[src/include/serial_regs.vh]
`ifndef SERIAL_REGS_VH
`define SERIAL_REGS_VH

// Register index within a channel window (address bits 2:0)
`define SP_REG_DATA      3'h0
`define SP_REG_STAT      3'h1
`define SP_REG_CTRL      3'h2
`define SP_REG_EXT       3'h3
`define SP_REG_DIV       3'h4
// Channel window 6 holds the interrupt registers
`define SP_GLOBAL_CH     3'h6
`define SP_REG_IRQ_STAT  3'h0
`define SP_REG_IRQ_MASK  3'h1

// Channel modes, control bits 1:0
`define SP_MODE_OFF      2'h0
`define SP_MODE_ASYNC    2'h1
`define SP_MODE_CLOCKED  2'h2
`define SP_MODE_HDLC     2'h3

// Control and extended register fields
`define SP_CTRL_CHAR7    2
`define SP_CTRL_NINTH    3
`define SP_CTRL_INTCLK   4
`define SP_CTRL_IRDA     5
`define SP_EXT_BRK_INH   1

// Transmit data word fields
`define SP_TXD_NINTH     8
`define SP_TXD_RAW       9

// Status register fields
`define SP_STAT_RXFULL   0
`define SP_STAT_TXBUSY   1
`define SP_STAT_BREAK    2
`define SP_STAT_OVERRUN  3

// Reset values
`define SP_CTRL_RST      8'h00
`define SP_CTRL_RST_ADC  8'h12
`define SP_EXT_RST       8'h00
`define SP_DIV_RST       8'h00

// Timing: last tick of a bit, mid-bit point, break length in ticks
`define SP_OS_LAST       3'h7
`define SP_OS_HALF       3'h3
`define SP_IRDA_PULSE    3'h2
`define SP_BRK_TICKS     7'h50
`define SP_STUFF_RUN     3'h5

`endif

[src/char_rx.v]
`include "serial_regs.vh"

module char_rx (
	input  wire       clk_sys,
	input  wire       reset,
	input  wire       os_tick,
	input  wire       smp_en,
	input  wire       sync_mode,
	input  wire       line,
	input  wire       char7,
	input  wire       ninth_en,
	input  wire       stuff_en,
	input  wire       brk_inh,
	output reg  [8:0] word,
	output reg        done,
	output reg        brk
);

	reg        act_r;
	reg        prev_r;
	reg        skip_r;
	reg  [2:0] cnt_r;
	reg  [3:0] idx_r;
	reg  [8:0] sh_r;
	reg  [2:0] ones_r;
	reg  [6:0] low_r;

	wire [3:0] need = (char7 ? 4'h7 : 4'h8) + {3'h0, ninth_en};
	wire [8:0] nsh  = {line, sh_r[8:1]};
	wire       hold = brk & brk_inh;

	// Right-justify the assembled bits; ninth bit goes to bit 8
	function [8:0] place;
		input [8:0] v;
		input [3:0] n;
		input       c7;
		input       ne;
		reg   [8:0] j;
		begin
			j     = v >> (4'h9 - n);
			place = c7 ? {ne & j[7], 1'b0, j[6:0]} : {ne & j[8], j[7:0]};
		end
	endfunction

	always @(posedge clk_sys or posedge reset) begin
		if (reset) begin
			word   <= 9'h000;
			done   <= 1'b0;
			brk    <= 1'b0;
			act_r  <= 1'b0;
			prev_r <= 1'b1;
			skip_r <= 1'b0;
			cnt_r  <= 3'h0;
			idx_r  <= 4'h0;
			sh_r   <= 9'h000;
			ones_r <= 3'h0;
			low_r  <= 7'h00;
		end else begin
			done <= 1'b0;
			if (os_tick) begin
				low_r  <= line ? 7'h00 : (low_r == `SP_BRK_TICKS ? low_r : low_r + 7'h01);
				prev_r <= line;
			end
			brk <= (low_r == `SP_BRK_TICKS) & ~line;
			if (sync_mode) begin
				act_r <= 1'b0;
				if (smp_en) begin
					if (skip_r) begin
						skip_r <= 1'b0;
						ones_r <= 3'h0;
					end else if (stuff_en && ones_r == `SP_STUFF_RUN) begin
						ones_r <= 3'h0;
						// Sixth one is a flag: realign and drop its closing zero
						if (line) begin
							idx_r  <= 4'h0;
							skip_r <= 1'b1;
						end
					end else begin
						sh_r   <= nsh;
						ones_r <= line ? ones_r + 3'h1 : 3'h0;
						if (idx_r == need - 4'h1) begin
							idx_r <= 4'h0;
							word  <= place(nsh, need, char7, ninth_en);
							done  <= 1'b1;
						end else begin
							idx_r <= idx_r + 4'h1;
						end
					end
				end
			end else if (os_tick) begin
				if (!act_r) begin
					if (prev_r && !line && !hold) begin
						act_r <= 1'b1;
						cnt_r <= `SP_OS_HALF;
						idx_r <= 4'h0;
					end
				end else if (hold) begin
					act_r <= 1'b0;
				end else if (cnt_r != 3'h0) begin
					cnt_r <= cnt_r - 3'h1;
				end else begin
					cnt_r <= `SP_OS_LAST;
					if (idx_r == 4'h0 && line) begin
						act_r <= 1'b0;
					end else if (idx_r == need + 4'h1) begin
						act_r <= 1'b0;
						// A low stop bit under inhibit belongs to a break
						if (line || !brk_inh) begin
							word <= place(sh_r, need, char7, ninth_en);
							done <= 1'b1;
						end
					end else begin
						if (idx_r != 4'h0)
							sh_r <= nsh;
						idx_r <= idx_r + 4'h1;
					end
				end
			end
		end
	end

endmodule

[src/char_tx.v]
`include "serial_regs.vh"

module char_tx (
	input  wire       clk_sys,
	input  wire       reset,
	input  wire       bit_en,
	input  wire       start,
	input  wire [8:0] word,
	input  wire       raw,
	input  wire       async_mode,
	input  wire       char7,
	input  wire       ninth_en,
	input  wire       stuff_en,
	output reg        line,
	output reg        busy,
	output reg        done
);

	reg  [10:0] sh_r;
	reg  [3:0]  left_r;
	reg  [2:0]  ones_r;
	reg         stuff_r;

	// Trailing ones past the character become stop bits
	wire        nine  = ninth_en ? word[8] : 1'b1;
	wire [8:0]  body  = char7 ? {1'b1, nine, word[6:0]} : {nine, word[7:0]};
	wire [3:0]  nbits = (char7 ? 4'h7 : 4'h8) + {3'h0, ninth_en} + (async_mode ? 4'h2 : 4'h0);

	always @(posedge clk_sys or posedge reset) begin
		if (reset) begin
			line    <= 1'b1;
			busy    <= 1'b0;
			done    <= 1'b0;
			sh_r    <= 11'h7ff;
			left_r  <= 4'h0;
			ones_r  <= 3'h0;
			stuff_r <= 1'b0;
		end else begin
			done <= 1'b0;
			if (!busy) begin
				if (start) begin
					busy    <= 1'b1;
					sh_r    <= async_mode ? {1'b1, body, 1'b0} : {2'b11, body};
					left_r  <= nbits;
					ones_r  <= 3'h0;
					stuff_r <= stuff_en & ~raw;
				end
			end else if (bit_en) begin
				if (stuff_r && ones_r == `SP_STUFF_RUN) begin
					line   <= 1'b0;
					ones_r <= 3'h0;
				end else if (left_r == 4'h0) begin
					busy <= 1'b0;
					done <= 1'b1;
					line <= 1'b1;
				end else begin
					line   <= sh_r[0];
					sh_r   <= {1'b1, sh_r[10:1]};
					left_r <= left_r - 4'h1;
					ones_r <= sh_r[0] ? ones_r + 3'h1 : 3'h0;
				end
			end
		end
	end

endmodule

[src/six_serial_ports.v]
`include "serial_regs.vh"

// Operation
// - Six independent channels, each async capable.
// - Async bit rate up to clock over eight.
// - Async character length of 7 or 8.
// - Optional ninth bit marks message first byte.
// - Clocked mode shifts data on clock line.
// - Ports C, D drive their clocks automatically.
// - Ports E, F add HDLC and infrared encoding.
// - Low receive input is detected as break.
// - Extended bit 1 inhibits assembly in break (async mode only).
// - Analogue variant: port B clocked for converter.
module six_serial_ports #(
	parameter ANALOG_VARIANT = 1,
	parameter NCH            = 6
) (
	input  wire        clk_sys,
	input  wire        reset,
	input  wire [5:0]  addr,
	input  wire [15:0] wr_data,
	input  wire        wr_en,
	input  wire        rd_en,
	output reg  [15:0] rd_data,
	output reg         irq,
	input  wire [5:0]  rxd,
	output wire [5:0]  txd,
	input  wire [5:0]  sclk_in,
	output wire [5:0]  sclk_out,
	output wire [5:0]  sclk_oe,
	output reg         converter_en
);

	wire [2:0]  ch_sel  = addr[5:3];
	wire [2:0]  reg_sel = addr[2:0];
	wire        gsel    = ch_sel == `SP_GLOBAL_CH;

	wire [16*NCH-1:0] rd_flat;
	wire [NCH-1:0]    rx_ev;
	wire [NCH-1:0]    tx_ev;
	wire [NCH-1:0]    clk_mode;

	reg  [11:0] ist_r;
	reg  [11:0] imask_r;

	genvar ch;
	generate
		for (ch = 0; ch < NCH; ch = ch + 1) begin : chan
			localparam [31:0] CHW     = ch;
			localparam [2:0]  CH      = CHW[2:0];
			localparam       CAN_CLK  = (ch < 4) ? 1'b1 : 1'b0;
			localparam       CAN_HDLC = (ch >= 4) ? 1'b1 : 1'b0;
			localparam       AUTO_CK  = (ch == 2 || ch == 3) ? 1'b1 : 1'b0;
			localparam [7:0] CTRL_INI = (ch == 1 && ANALOG_VARIANT != 0) ? `SP_CTRL_RST_ADC : `SP_CTRL_RST;

			reg  [7:0] ctrl_r;
			reg  [7:0] ext_r;
			reg  [7:0] div_r;
			reg  [7:0] dcnt_r;
			reg  [2:0] pcnt_r;
			reg  [8:0] rxbuf_r;
			reg        rxfull_r;
			reg        ovr_r;
			reg        start_r;
			reg  [9:0] txw_r;
			reg        rx1_r;
			reg        rx2_r;
			reg        ck1_r;
			reg        ck2_r;
			reg        ck3_r;
			reg        seen_r;
			reg        txpin_r;
			reg        sclk_r;
			reg        sclk_oe_r;

			wire [1:0] mode     = ctrl_r[1:0];
			wire       is_off   = mode == `SP_MODE_OFF;
			wire       is_async = mode == `SP_MODE_ASYNC;
			wire       is_clk   = mode == `SP_MODE_CLOCKED;
			wire       is_hdlc  = mode == `SP_MODE_HDLC;
			wire       int_clk  = ctrl_r[`SP_CTRL_INTCLK] | AUTO_CK;
			wire       ext_clk  = is_clk & ~int_clk;
			wire       irda     = is_hdlc & ctrl_r[`SP_CTRL_IRDA];
			wire       os_tick  = (dcnt_r == 8'h00) & ~is_off;
			wire       ph_end   = os_tick & (pcnt_r == `SP_OS_LAST);
			wire       ph_mid   = os_tick & (pcnt_r == `SP_OS_HALF);
			wire       ck_rise  = ck2_r & ~ck3_r;
			wire       ck_fall  = ~ck2_r & ck3_r;
			wire       tx_bit   = ext_clk ? ck_fall : ph_end;
			wire       rx_smp   = ext_clk ? ck_rise : ph_mid;
			wire       rx_line  = is_off ? 1'b1 : (irda ? ~seen_r : rx2_r);
			wire       sel      = ch_sel == CH;
			wire       wr_dat   = wr_en & sel & (reg_sel == `SP_REG_DATA);
			wire       rd_dat   = rd_en & sel & (reg_sel == `SP_REG_DATA);
			wire [1:0] wmode    = wr_data[1:0];
			wire       mode_ok  = (wmode == `SP_MODE_OFF) | (wmode == `SP_MODE_ASYNC) |
			                      ((wmode == `SP_MODE_CLOCKED) & CAN_CLK) |
			                      ((wmode == `SP_MODE_HDLC) & CAN_HDLC);
			wire       tx_busy;
			wire       tx_line;
			wire       tx_done;
			wire       rx_done;
			wire       rx_brk;
			wire [8:0] rx_word;
			wire [7:0] ctrl_nxt = {wr_data[7:2], mode_ok ? wmode : `SP_MODE_OFF};
			wire       tx_take  = wr_dat & ~tx_busy & ~start_r;

			// Configuration registers; an illegal mode is stored as off
			always @(posedge clk_sys or posedge reset) begin
				if (reset) begin
					ctrl_r <= CTRL_INI;
					ext_r  <= `SP_EXT_RST;
					div_r  <= `SP_DIV_RST;
				end else begin
					if (wr_en && sel && reg_sel == `SP_REG_CTRL)
						ctrl_r <= ctrl_nxt;
					if (wr_en && sel && reg_sel == `SP_REG_EXT)
						ext_r <= wr_data[7:0];
					if (wr_en && sel && reg_sel == `SP_REG_DIV)
						div_r <= wr_data[7:0];
				end
			end

			// Eight ticks per bit: divisor 0 gives clock over eight
			always @(posedge clk_sys or posedge reset) begin
				if (reset) begin
					dcnt_r <= 8'h00;
					pcnt_r <= 3'h0;
				end else begin
					dcnt_r <= (os_tick || is_off) ? div_r : dcnt_r - 8'h01;
					if (os_tick)
						pcnt_r <= pcnt_r + 3'h1;
				end
			end

			// Clock pins reset to their idle high level so no false edge follows reset
			always @(posedge clk_sys or posedge reset) begin
				if (reset) begin
					rx1_r  <= 1'b1;
					rx2_r  <= 1'b1;
					ck1_r  <= 1'b1;
					ck2_r  <= 1'b1;
					ck3_r  <= 1'b1;
					seen_r <= 1'b0;
				end else begin
					rx1_r  <= rxd[ch];
					rx2_r  <= rx1_r;
					ck1_r  <= sclk_in[ch];
					ck2_r  <= ck1_r;
					ck3_r  <= ck2_r;
					seen_r <= ph_end ? 1'b0 : (seen_r | rx2_r);
				end
			end

			// Unconfigured channels never start a transfer
			always @(posedge clk_sys or posedge reset) begin
				if (reset) begin
					start_r <= 1'b0;
					txw_r   <= 10'h000;
				end else begin
					start_r <= tx_take & ~is_off;
					if (tx_take)
						txw_r <= wr_data[9:0];
				end
			end

			// A new character wins over a read in the same cycle
			always @(posedge clk_sys or posedge reset) begin
				if (reset) begin
					rxbuf_r  <= 9'h000;
					rxfull_r <= 1'b0;
					ovr_r    <= 1'b0;
				end else begin
					if (rx_done)
						rxbuf_r <= rx_word;
					rxfull_r <= rx_done | (rxfull_r & ~rd_dat);
					ovr_r    <= (rx_done & rxfull_r & ~rd_dat) | (ovr_r & ~rd_dat);
				end
			end

			// Infrared: a zero is a short high pulse, a one is dark
			always @(posedge clk_sys or posedge reset) begin
				if (reset) begin
					txpin_r   <= 1'b1;
					sclk_r    <= 1'b1;
					sclk_oe_r <= 1'b0;
				end else begin
					txpin_r   <= irda ? (~tx_line & (pcnt_r < `SP_IRDA_PULSE)) : tx_line;
					sclk_r    <= pcnt_r[2];
					sclk_oe_r <= is_clk & int_clk;
				end
			end

			char_tx u_tx (
				.clk_sys    (clk_sys),
				.reset      (reset),
				.bit_en     (tx_bit),
				.start      (start_r),
				.word       (txw_r[8:0]),
				.raw        (txw_r[`SP_TXD_RAW]),
				.async_mode (is_async),
				.char7      (ctrl_r[`SP_CTRL_CHAR7]),
				.ninth_en   (ctrl_r[`SP_CTRL_NINTH]),
				.stuff_en   (is_hdlc),
				.line       (tx_line),
				.busy       (tx_busy),
				.done       (tx_done)
			);

			char_rx u_rx (
				.clk_sys   (clk_sys),
				.reset     (reset),
				.os_tick   (os_tick),
				.smp_en    (rx_smp),
				.sync_mode (~is_async),
				.line      (rx_line),
				.char7     (ctrl_r[`SP_CTRL_CHAR7]),
				.ninth_en  (ctrl_r[`SP_CTRL_NINTH]),
				.stuff_en  (is_hdlc),
				.brk_inh   (ext_r[`SP_EXT_BRK_INH] & is_async),
				.word      (rx_word),
				.done      (rx_done),
				.brk       (rx_brk)
			);

			reg  [15:0] rd_word;

			always @* begin
				case (reg_sel)
					`SP_REG_DATA: rd_word = {7'h00, rxbuf_r};
					`SP_REG_STAT: rd_word = {12'h000, ovr_r, rx_brk, tx_busy | start_r, rxfull_r};
					`SP_REG_CTRL: rd_word = {8'h00, ctrl_r};
					`SP_REG_EXT:  rd_word = {8'h00, ext_r};
					`SP_REG_DIV:  rd_word = {8'h00, div_r};
					default:      rd_word = 16'h0000;
				endcase
			end

			assign rd_flat[16*ch +: 16] = rd_word;
			assign rx_ev[ch]    = rx_done;
			assign tx_ev[ch]    = tx_done;
			assign clk_mode[ch] = is_clk;
			assign txd[ch]      = txpin_r;
			assign sclk_out[ch] = sclk_r;
			assign sclk_oe[ch]  = sclk_oe_r;
		end
	endgenerate

	wire [11:0] irq_clr = (wr_en && gsel && reg_sel == `SP_REG_IRQ_STAT) ? wr_data[11:0] : 12'h000;
	wire [6:0]  rd_base = {ch_sel, 4'h0};
	reg  [15:0] rd_data_nxt;

	// Idle cycles and unmapped windows read as zero
	always @* begin
		rd_data_nxt = 16'h0000;
		if (rd_en) begin
			case (ch_sel)
				`SP_GLOBAL_CH: begin
					case (reg_sel)
						`SP_REG_IRQ_STAT: rd_data_nxt = {4'h0, ist_r};
						`SP_REG_IRQ_MASK: rd_data_nxt = {4'h0, imask_r};
						default:          rd_data_nxt = 16'h0000;
					endcase
				end
				default: begin
					if (ch_sel < NCH)
						rd_data_nxt = rd_flat[rd_base +: 16];
				end
			endcase
		end
	end

	// A new event wins over a simultaneous clear
	always @(posedge clk_sys or posedge reset) begin
		if (reset) begin
			ist_r   <= 12'h000;
			imask_r <= 12'h000;
		end else begin
			ist_r <= {tx_ev, rx_ev} | (ist_r & ~irq_clr);
			if (wr_en && gsel && reg_sel == `SP_REG_IRQ_MASK)
				imask_r <= wr_data[11:0];
		end
	end

	always @(posedge clk_sys or posedge reset) begin
		if (reset) begin
			irq          <= 1'b0;
			rd_data      <= 16'h0000;
			converter_en <= 1'b0;
		end else begin
			irq          <= |(ist_r & imask_r);
			rd_data      <= rd_data_nxt;
			// Converter only works while port B stays clocked
			converter_en <= (ANALOG_VARIANT != 0) & clk_mode[1];
		end
	end

endmodule

[config.mk]
export PLATFORM = sky130hd
export DESIGN_NAME = six_serial_ports
export DESIGN_NICKNAME = d
export VERILOG_FILES = /design/src/char_rx.v /design/src/char_tx.v /design/src/six_serial_ports.v
export VERILOG_INCLUDE_DIRS = /design/src /design/src/include
export SDC_FILE = /design/constraint.sdc
export NUM_CORES = 2
export LEC_CHECK = 0
export BUFFER_PORTS_ARGS = -buffer_cell sky130_fd_sc_hd__buf_2
export CAP_MARGIN = 20
export CORE_UTILIZATION = 49
export DETAILED_ROUTE_END_ITERATION = 12
export PLACE_DENSITY = 0.67
export SYNTH_ARGS = -nofsm -noshare
export SYNTH_HDL_FRONTEND = slang
export SYNTH_HIERARCHICAL = 1
export SYNTH_SLANG_ARGS = --single-unit
[constraint.sdc]
create_clock -name clk_sys -period 29.1 [get_ports clk_sys]
set_clock_uncertainty 0.15 [all_clocks]
set_input_delay 1.455 -clock clk_sys [delete_from_list [all_inputs] [get_ports clk_sys]]
set_output_delay 1.455 -clock clk_sys [all_outputs]
set_load 0.01 [all_outputs]
# Yosys cells after proc, flatten, opt, wreduce, memory -nomap -nowiden
# Index checks and enable logic that the tools add are counted.
# W data, S select, Z words.
# word_totals
in_bits	38
wordCells	1661
reg_bits	804
output_inout_bits	36
# classes
add_sub_neg	78
magnitude_cmp	7
eq_ne	211
n_mux	663
shift	13
n_reduce_logical	211
bitwise_logic	257
# op_table
operator	count
$mux W9	156
$mux W4	114
$mux W11	30
$pmux W9 S5	6
$mux W1	242
$mux W3	78
$and A1 B1 Y1	160
$ne A2 B2 Y1 const B	60
$shr A9 B4 Y9	12
$shiftx A96 B8 Y16	1
$ne A3 B3 Y1 const B	30
$mux W7	12
$ne A2 B1 Y1 const B	36
$eq A3 B3 Y1 const B	22
$not A1 Y1	66
$reduce_and A11 Y1	6
$mux W10	6
$reduce_and A10 Y1	6
$logic_and A1 B1 Y1	57
$add A3 B1 Y3 const B	18
$reduce_and A9 Y1	6
$add A4 B1 Y4 const B	12
$eq A4 B4 Y1	12
$logic_not A4 Y1	12
37 further kinds	280

# Logic depth before layout (Yosys ltp)
# depth
ltp_word	14
ltp_mapped	15
ltp_nobuf	14

# Modules after synthesis
# Netlist, hierarchy kept.
# by_module_without_submodules
mod	cells_each	seq_area_each_um2	area_per_inst_um2	n_inst
six_serial_ports	1603	10757.8	19510.0	1
char_rx at chan[0].u_rx ...	243	1002.2	2543.7	5
char_tx	135	539.3	1281.2	6
char_rx at chan[3].u_rx	247	1002.2	2527.4	1

# Worst setup path after synthesis
# No wires, ideal clock.
# synth_timing
path_type	reg-to-reg
from	reg chan[5].dcnt_r[0]
to	reg chan[5].u_rx.idx_r[3]
stages_incl_launch_ff	16
n_path_buf	1
setup_time_ns	0.122
arrival_time_ns	2.901
period_less_slack_ns	3.174
slack_ns	25.926
t_required_ns	28.828
cell_sequence	dfrtp_1 inv_1 ha_1 or3b_2 nor3_2 o21ai_1 nand2b_4 inv_1 nand2_1 o21ai_0 and3b_1 buf_4 nor2_1 nor4_2 o211ai_1 o2bb2ai_1
# synth_between
elab_chain_cells	6
word_cells_on_any_way	7
classes_between	eq/ne: 1; mux: 1; bitwise: 2; reduce/logical: 3
# synth_lines
element	line_no	source
start: declaration	six_serial_ports.v:59	reg [7:0] dcnt_r;
start signal: assignment	six_serial_ports.v:130	dcnt_r <= (os_tick || is_off) ? div_r : dcnt_r - 8'h01;
$logic_not A8 Y1	six_serial_ports.v:84	wire os_tick = (dcnt_r == 8'h00) & ~is_off;
$and A1 B1 Y1	six_serial_ports.v:84	
named net chan[5].os_tick	six_serial_ports.v:84	
$and A1 B1 Y1	six_serial_ports.v:86	wire ph_mid = os_tick & (pcnt_r == `SP_OS_HALF);
$mux W1	six_serial_ports.v:90	wire rx_smp = ext_clk ? ck_rise : ph_mid;
named net chan[5].rx_smp	six_serial_ports.v:90	
$reduce_bool A2 Y1 (no source line)	-	
$reduce_and A9 Y1 (no source line)	-	
end signal: assignment	char_rx.v:86	idx_r <= idx_r + 4'h1;
end signal: assignment	char_rx.v:115	idx_r <= idx_r + 4'h1;
end: declaration	char_rx.v:23	reg [3:0] idx_r;
# The timed path passes the listed nets, and every way through them passes these cells.
# A chain may end at the register's enable or synchronous reset.

# Final worst setup path
# layout_timing
from	in addr[1]
to	reg rd_data[6]
# layout_between
elab_chain_cells	6
word_cells_on_any_way	16
classes_between	eq/ne: 4; shift: 1; mux: 10; reduce/logical: 1
# layout_lines
element	line_no	source
start: declaration	six_serial_ports.v:20	input wire [5:0] addr,
$eq A3 B3 Y1 (tied with other cells)	six_serial_ports.v:229	case (reg_sel)
$pmux W9 S5	six_serial_ports.v:229	
$shiftx A96 B8 Y16	six_serial_ports.v:267	rd_data_nxt = rd_flat[rd_base +: 16];
$mux W16	six_serial_ports.v:266	if (ch_sel < NCH)
$mux W16 *	six_serial_ports.v:257	case (ch_sel)
$mux W16 *	six_serial_ports.v:256	if (rd_en) begin
named net rd_data_nxt[6]	six_serial_ports.v:251	reg [15:0] rd_data_nxt;
end signal: assignment	six_serial_ports.v:292	rd_data <= rd_data_nxt;
end: declaration	six_serial_ports.v:24	output reg [15:0] rd_data,
# Mark *: on every way through the listed nets, which the timed path passes. The rest lies on a longest branch.

==> run_results.csv <==
group,metric,value,unit
run_status,status,"complete, no violations",
power_and_ir_drop,total_power,3.140,mW
yosys,synth.distinct_cells,102,
timing,drv_slew,0,
die,core_area,0.08541,mm²
final_layout,nets,4028,
setup_path,rr_worst_depth,14,
timing,min_period,4.565,ns
timing,rsz0062_at_grt,"no",
setup_path,timing.rr.start,"chan[5].dcnt_r[0]",
yosys,synthArstFlopShare,100.0,%
grt,grt_pass1_wl,161500,µm
yosys,synth_common_cells,"dfrtp_1 (684), mux2_2 (424), nand2_1 (283), nor2_1 (250), a21oi_1 (208)",
die,die_area,0.08780,mm²
final_layout,fill_cells,7456,
setup_path,slowest_delay,0.84,ns
final_layout,drive_gt1_share,23.66,%
yosys,yosysTopAreaCell,"dfrtp_1",
final_layout,utilization,54.15,%
clock_tree,cts-root-buf,"clkbuf_16",
run,maxCapViolations,0,
setup_path,critical-path-slowest-cell,"nor2_2",
yosys,synth_area_per_cell,10.95,µm²
placement,post-dp-hpwl,65310,µm
clock_tree,cts_tree,"yes",
route,post_drt_wl_per_cell,19.53,µm
timing,setup_tns,0,ns
grt,track_usage,23.20,%
timing,finalSetupViolations,0,
timing,timing.final.crit_share,15.69,%
die,die_w,296.3,µm
setup_path,path_max_fanout,35,
final_layout,area.growth.synth_to_final,8.980,%
grt,grt_pass1_vias,28860,
setup_path,worstPathArrival,4.90,ns
final_layout,stdcell_area,0.04625,mm²
yosys,seq_area_frac_synth,47.14,%
worst_hold_path,whs_path_depth,0,
timing,max_slew_margin,23.77,%
power_and_ir_drop,peakVddDrop,0.05012,mV
worst_hold_path,holdPathEnd,"chan[0].ck2_r",
yosys,synth_seq_cells,794,
worst_hold_path,hold_path_class,"flop to flop",
route,ant_nets,0,
placement,place_area,0.04330,mm²
yosys,ys.warnings.count,6,
route,detail_route.vias_per_cell,5.779,
placement,place_inst,4906,
yosys,synth_top_cell_area_share,40.33,%
worst_hold_path,holdCritStartpoint,"chan[0].ck1_r",
route,drcViolationCount,0,
grt,grt_max_degree,159,
setup_path,required,29.44,ns
setup_path,r2r-end,"chan[5].u_rx/idx_r[1]",
setup_path,cp_top_family,"simple AND/OR/NAND/NOR gates",
yosys,synth_edf_count,0,
setup_path,cp-end-kind,"flop",
die,dieHeight,296.3,µm
route,firstDrtPassIters,6,
die,fp-row-count,107,
setup_path,path_cells,"buf_2, buf_4, nand2_1, nor2_2, a22oi_1, a21oi_1, nor3_1, a211oi_1",
grt,overflow,0,
timing,max_freq,219.1,MHz
timing,hold_viol,0,
clock_tree,clk_pin_slew_worst_paths,0.06,ns
placement,place_congestion,0.8748,
die,initial_core_util,49.69,%
clock_tree,htree_levels,3,
clock_tree,cts_made_buffers,88,
clock_tree,cts_sinks,794,
clock_tree,cts_setup_buffers,0,
setup_path,critPathKind,"primary input to flop",
clock_tree,clkLatencyLatePin,0.66,ns
grt,antenna_found_initial,14,
yosys,syn_area,0.04244,mm²
yosys,synth_area_leaders,"dfrtp_1 (40%), mux2_2 (11%), dfstp_2 (6.8%)",
clock_tree,cts_resized,0,
yosys,syn_inst,3875,
setup_path,rrSetupSlack,25.00,ns
route,totalWireLength,99070,µm
yosys,yosysMostFrequentCell,"dfrtp_1",
setup_path,critPathLaunchType,"primary input",
route,drt-initial-drc-count,2192,
final_layout,fin_cells,5072,
die,ios,74,
power_and_ir_drop,p_per_area,67.88,mW/mm²
yosys,synth_ff_type,"dfrtp_1",
route,vias,29310,
placement,io_buffers,63,
power_and_ir_drop,power.leakage,20.71,nW
setup_path,cp_num_buf_inv,2,
clock_tree,clock_path_buffers,3,
timing,tightest_slew,1.144,ns
clock_tree,holdBufCountCts,0,
==> area by class of cell <==
class	instances	area (µm²)	area share, %
multi-input combinational	2661	20470	44.26
sequential	794	20010	43.25
clock buffer	126	2536	5.483
tap	1144	1431	3.095
inverter	207	784.5	1.696
timing repair buffer	100	605.6	1.309
clock inverter	38	414.1	0.8954
antenna	2	5.005	0.01082
==> cells in the final DEF (no fill, tap or decap), types with 51 or more instances in the layout <==
cell / synthesis / final
a211oi_1: 51 / 51
a21oi_1: 208 / 208
a22oi_1: 57 / 57
buf_2: 72 / 63
clkbuf_16: 0 / 89
dfrtp_1: 684 / 684
dfstp_2: 110 / 110
ha_1: 132 / 132
inv_1: 201 / 200
mux2_2: 424 / 424
mux2i_1: 127 / 127
nand2_1: 283 / 283
nand3_1: 69 / 69
nor2_1: 250 / 250
nor2b_1: 53 / 52
nor3_1: 80 / 80
o21ai_0: 174 / 174
xnor2_1: 58 / 58
==> metal layers <==
metal  track usage, %  share of wire, %
met4            6.186               2.1
met3            3.706               5.8
met2            36.41                46
met5                0             0.047
met1            33.37                46
==> kinds of logic (layout without fill, tap and decap cells) <==
kind of cell,count (synthesis),in the layout,synth area share [%]
buffers and inverters,423,471,4.678
XOR/XNOR,100,100,2.064
adder cells (fa/ha/maj),138,138,4.174
multiplexers,588,588,16.05
other,1,6,0.008835
AO/OA/AOI/OAI,804,804,13.05
flip-flops,794,794,47.14
AND/OR/NAND/NOR,1027,1027,12.84
==> where the power goes <==
group | switching, mW | total (mW) | internal [mW]
clock | 0.473 | 1.14 | 0.664
combinational | 0.325 | 0.600 | 0.275
sequential | 0.145 | 1.40 | 1.26
total | 0.944 | 3.14 | 2.20
==> sequential cells by signal (all words and copies together) (netlist names), 24 cells and up <==
register	count
chan.ctrl_r	48
chan.dcnt_r	48
chan.div_r	48
chan.ext_r	48
chan.rxbuf_r	54
chan.txw_r	60
chan.u_rx/idx_r	24
chan.u_rx/low_r	42
chan.u_rx/sh_r	54
chan.u_rx/word	54
chan.u_tx/left_r	24
chan.u_tx/sh_r	60
==> stage by stage <==
stage	hold slack, ns	setup slack (ns)
after floorplan	0.1952	15.64
after global placement	0.1959	24.00
after detailed placement	0.1972	24.01
after CTS	0.2056	24.70
after global routing	0.2068	24.46
final	0.2048	24.54
==> worst max-delay path by stage <==
stage                     slack [ns]                end  startpoint  cells after the start
after floorplan                15.64  chan[0].ctrl_r[0]       reset                      1
after global placement         24.00         rd_data[6]     addr[1]                      8
after detailed placement       24.01         rd_data[6]     addr[1]                      8
after CTS                      24.70         rd_data[6]     addr[1]                      8
after global routing           24.46         rd_data[6]     addr[1]                      8
final                          24.54         rd_data[6]     addr[1]                      8
Power figures use the tool's default switching activity.
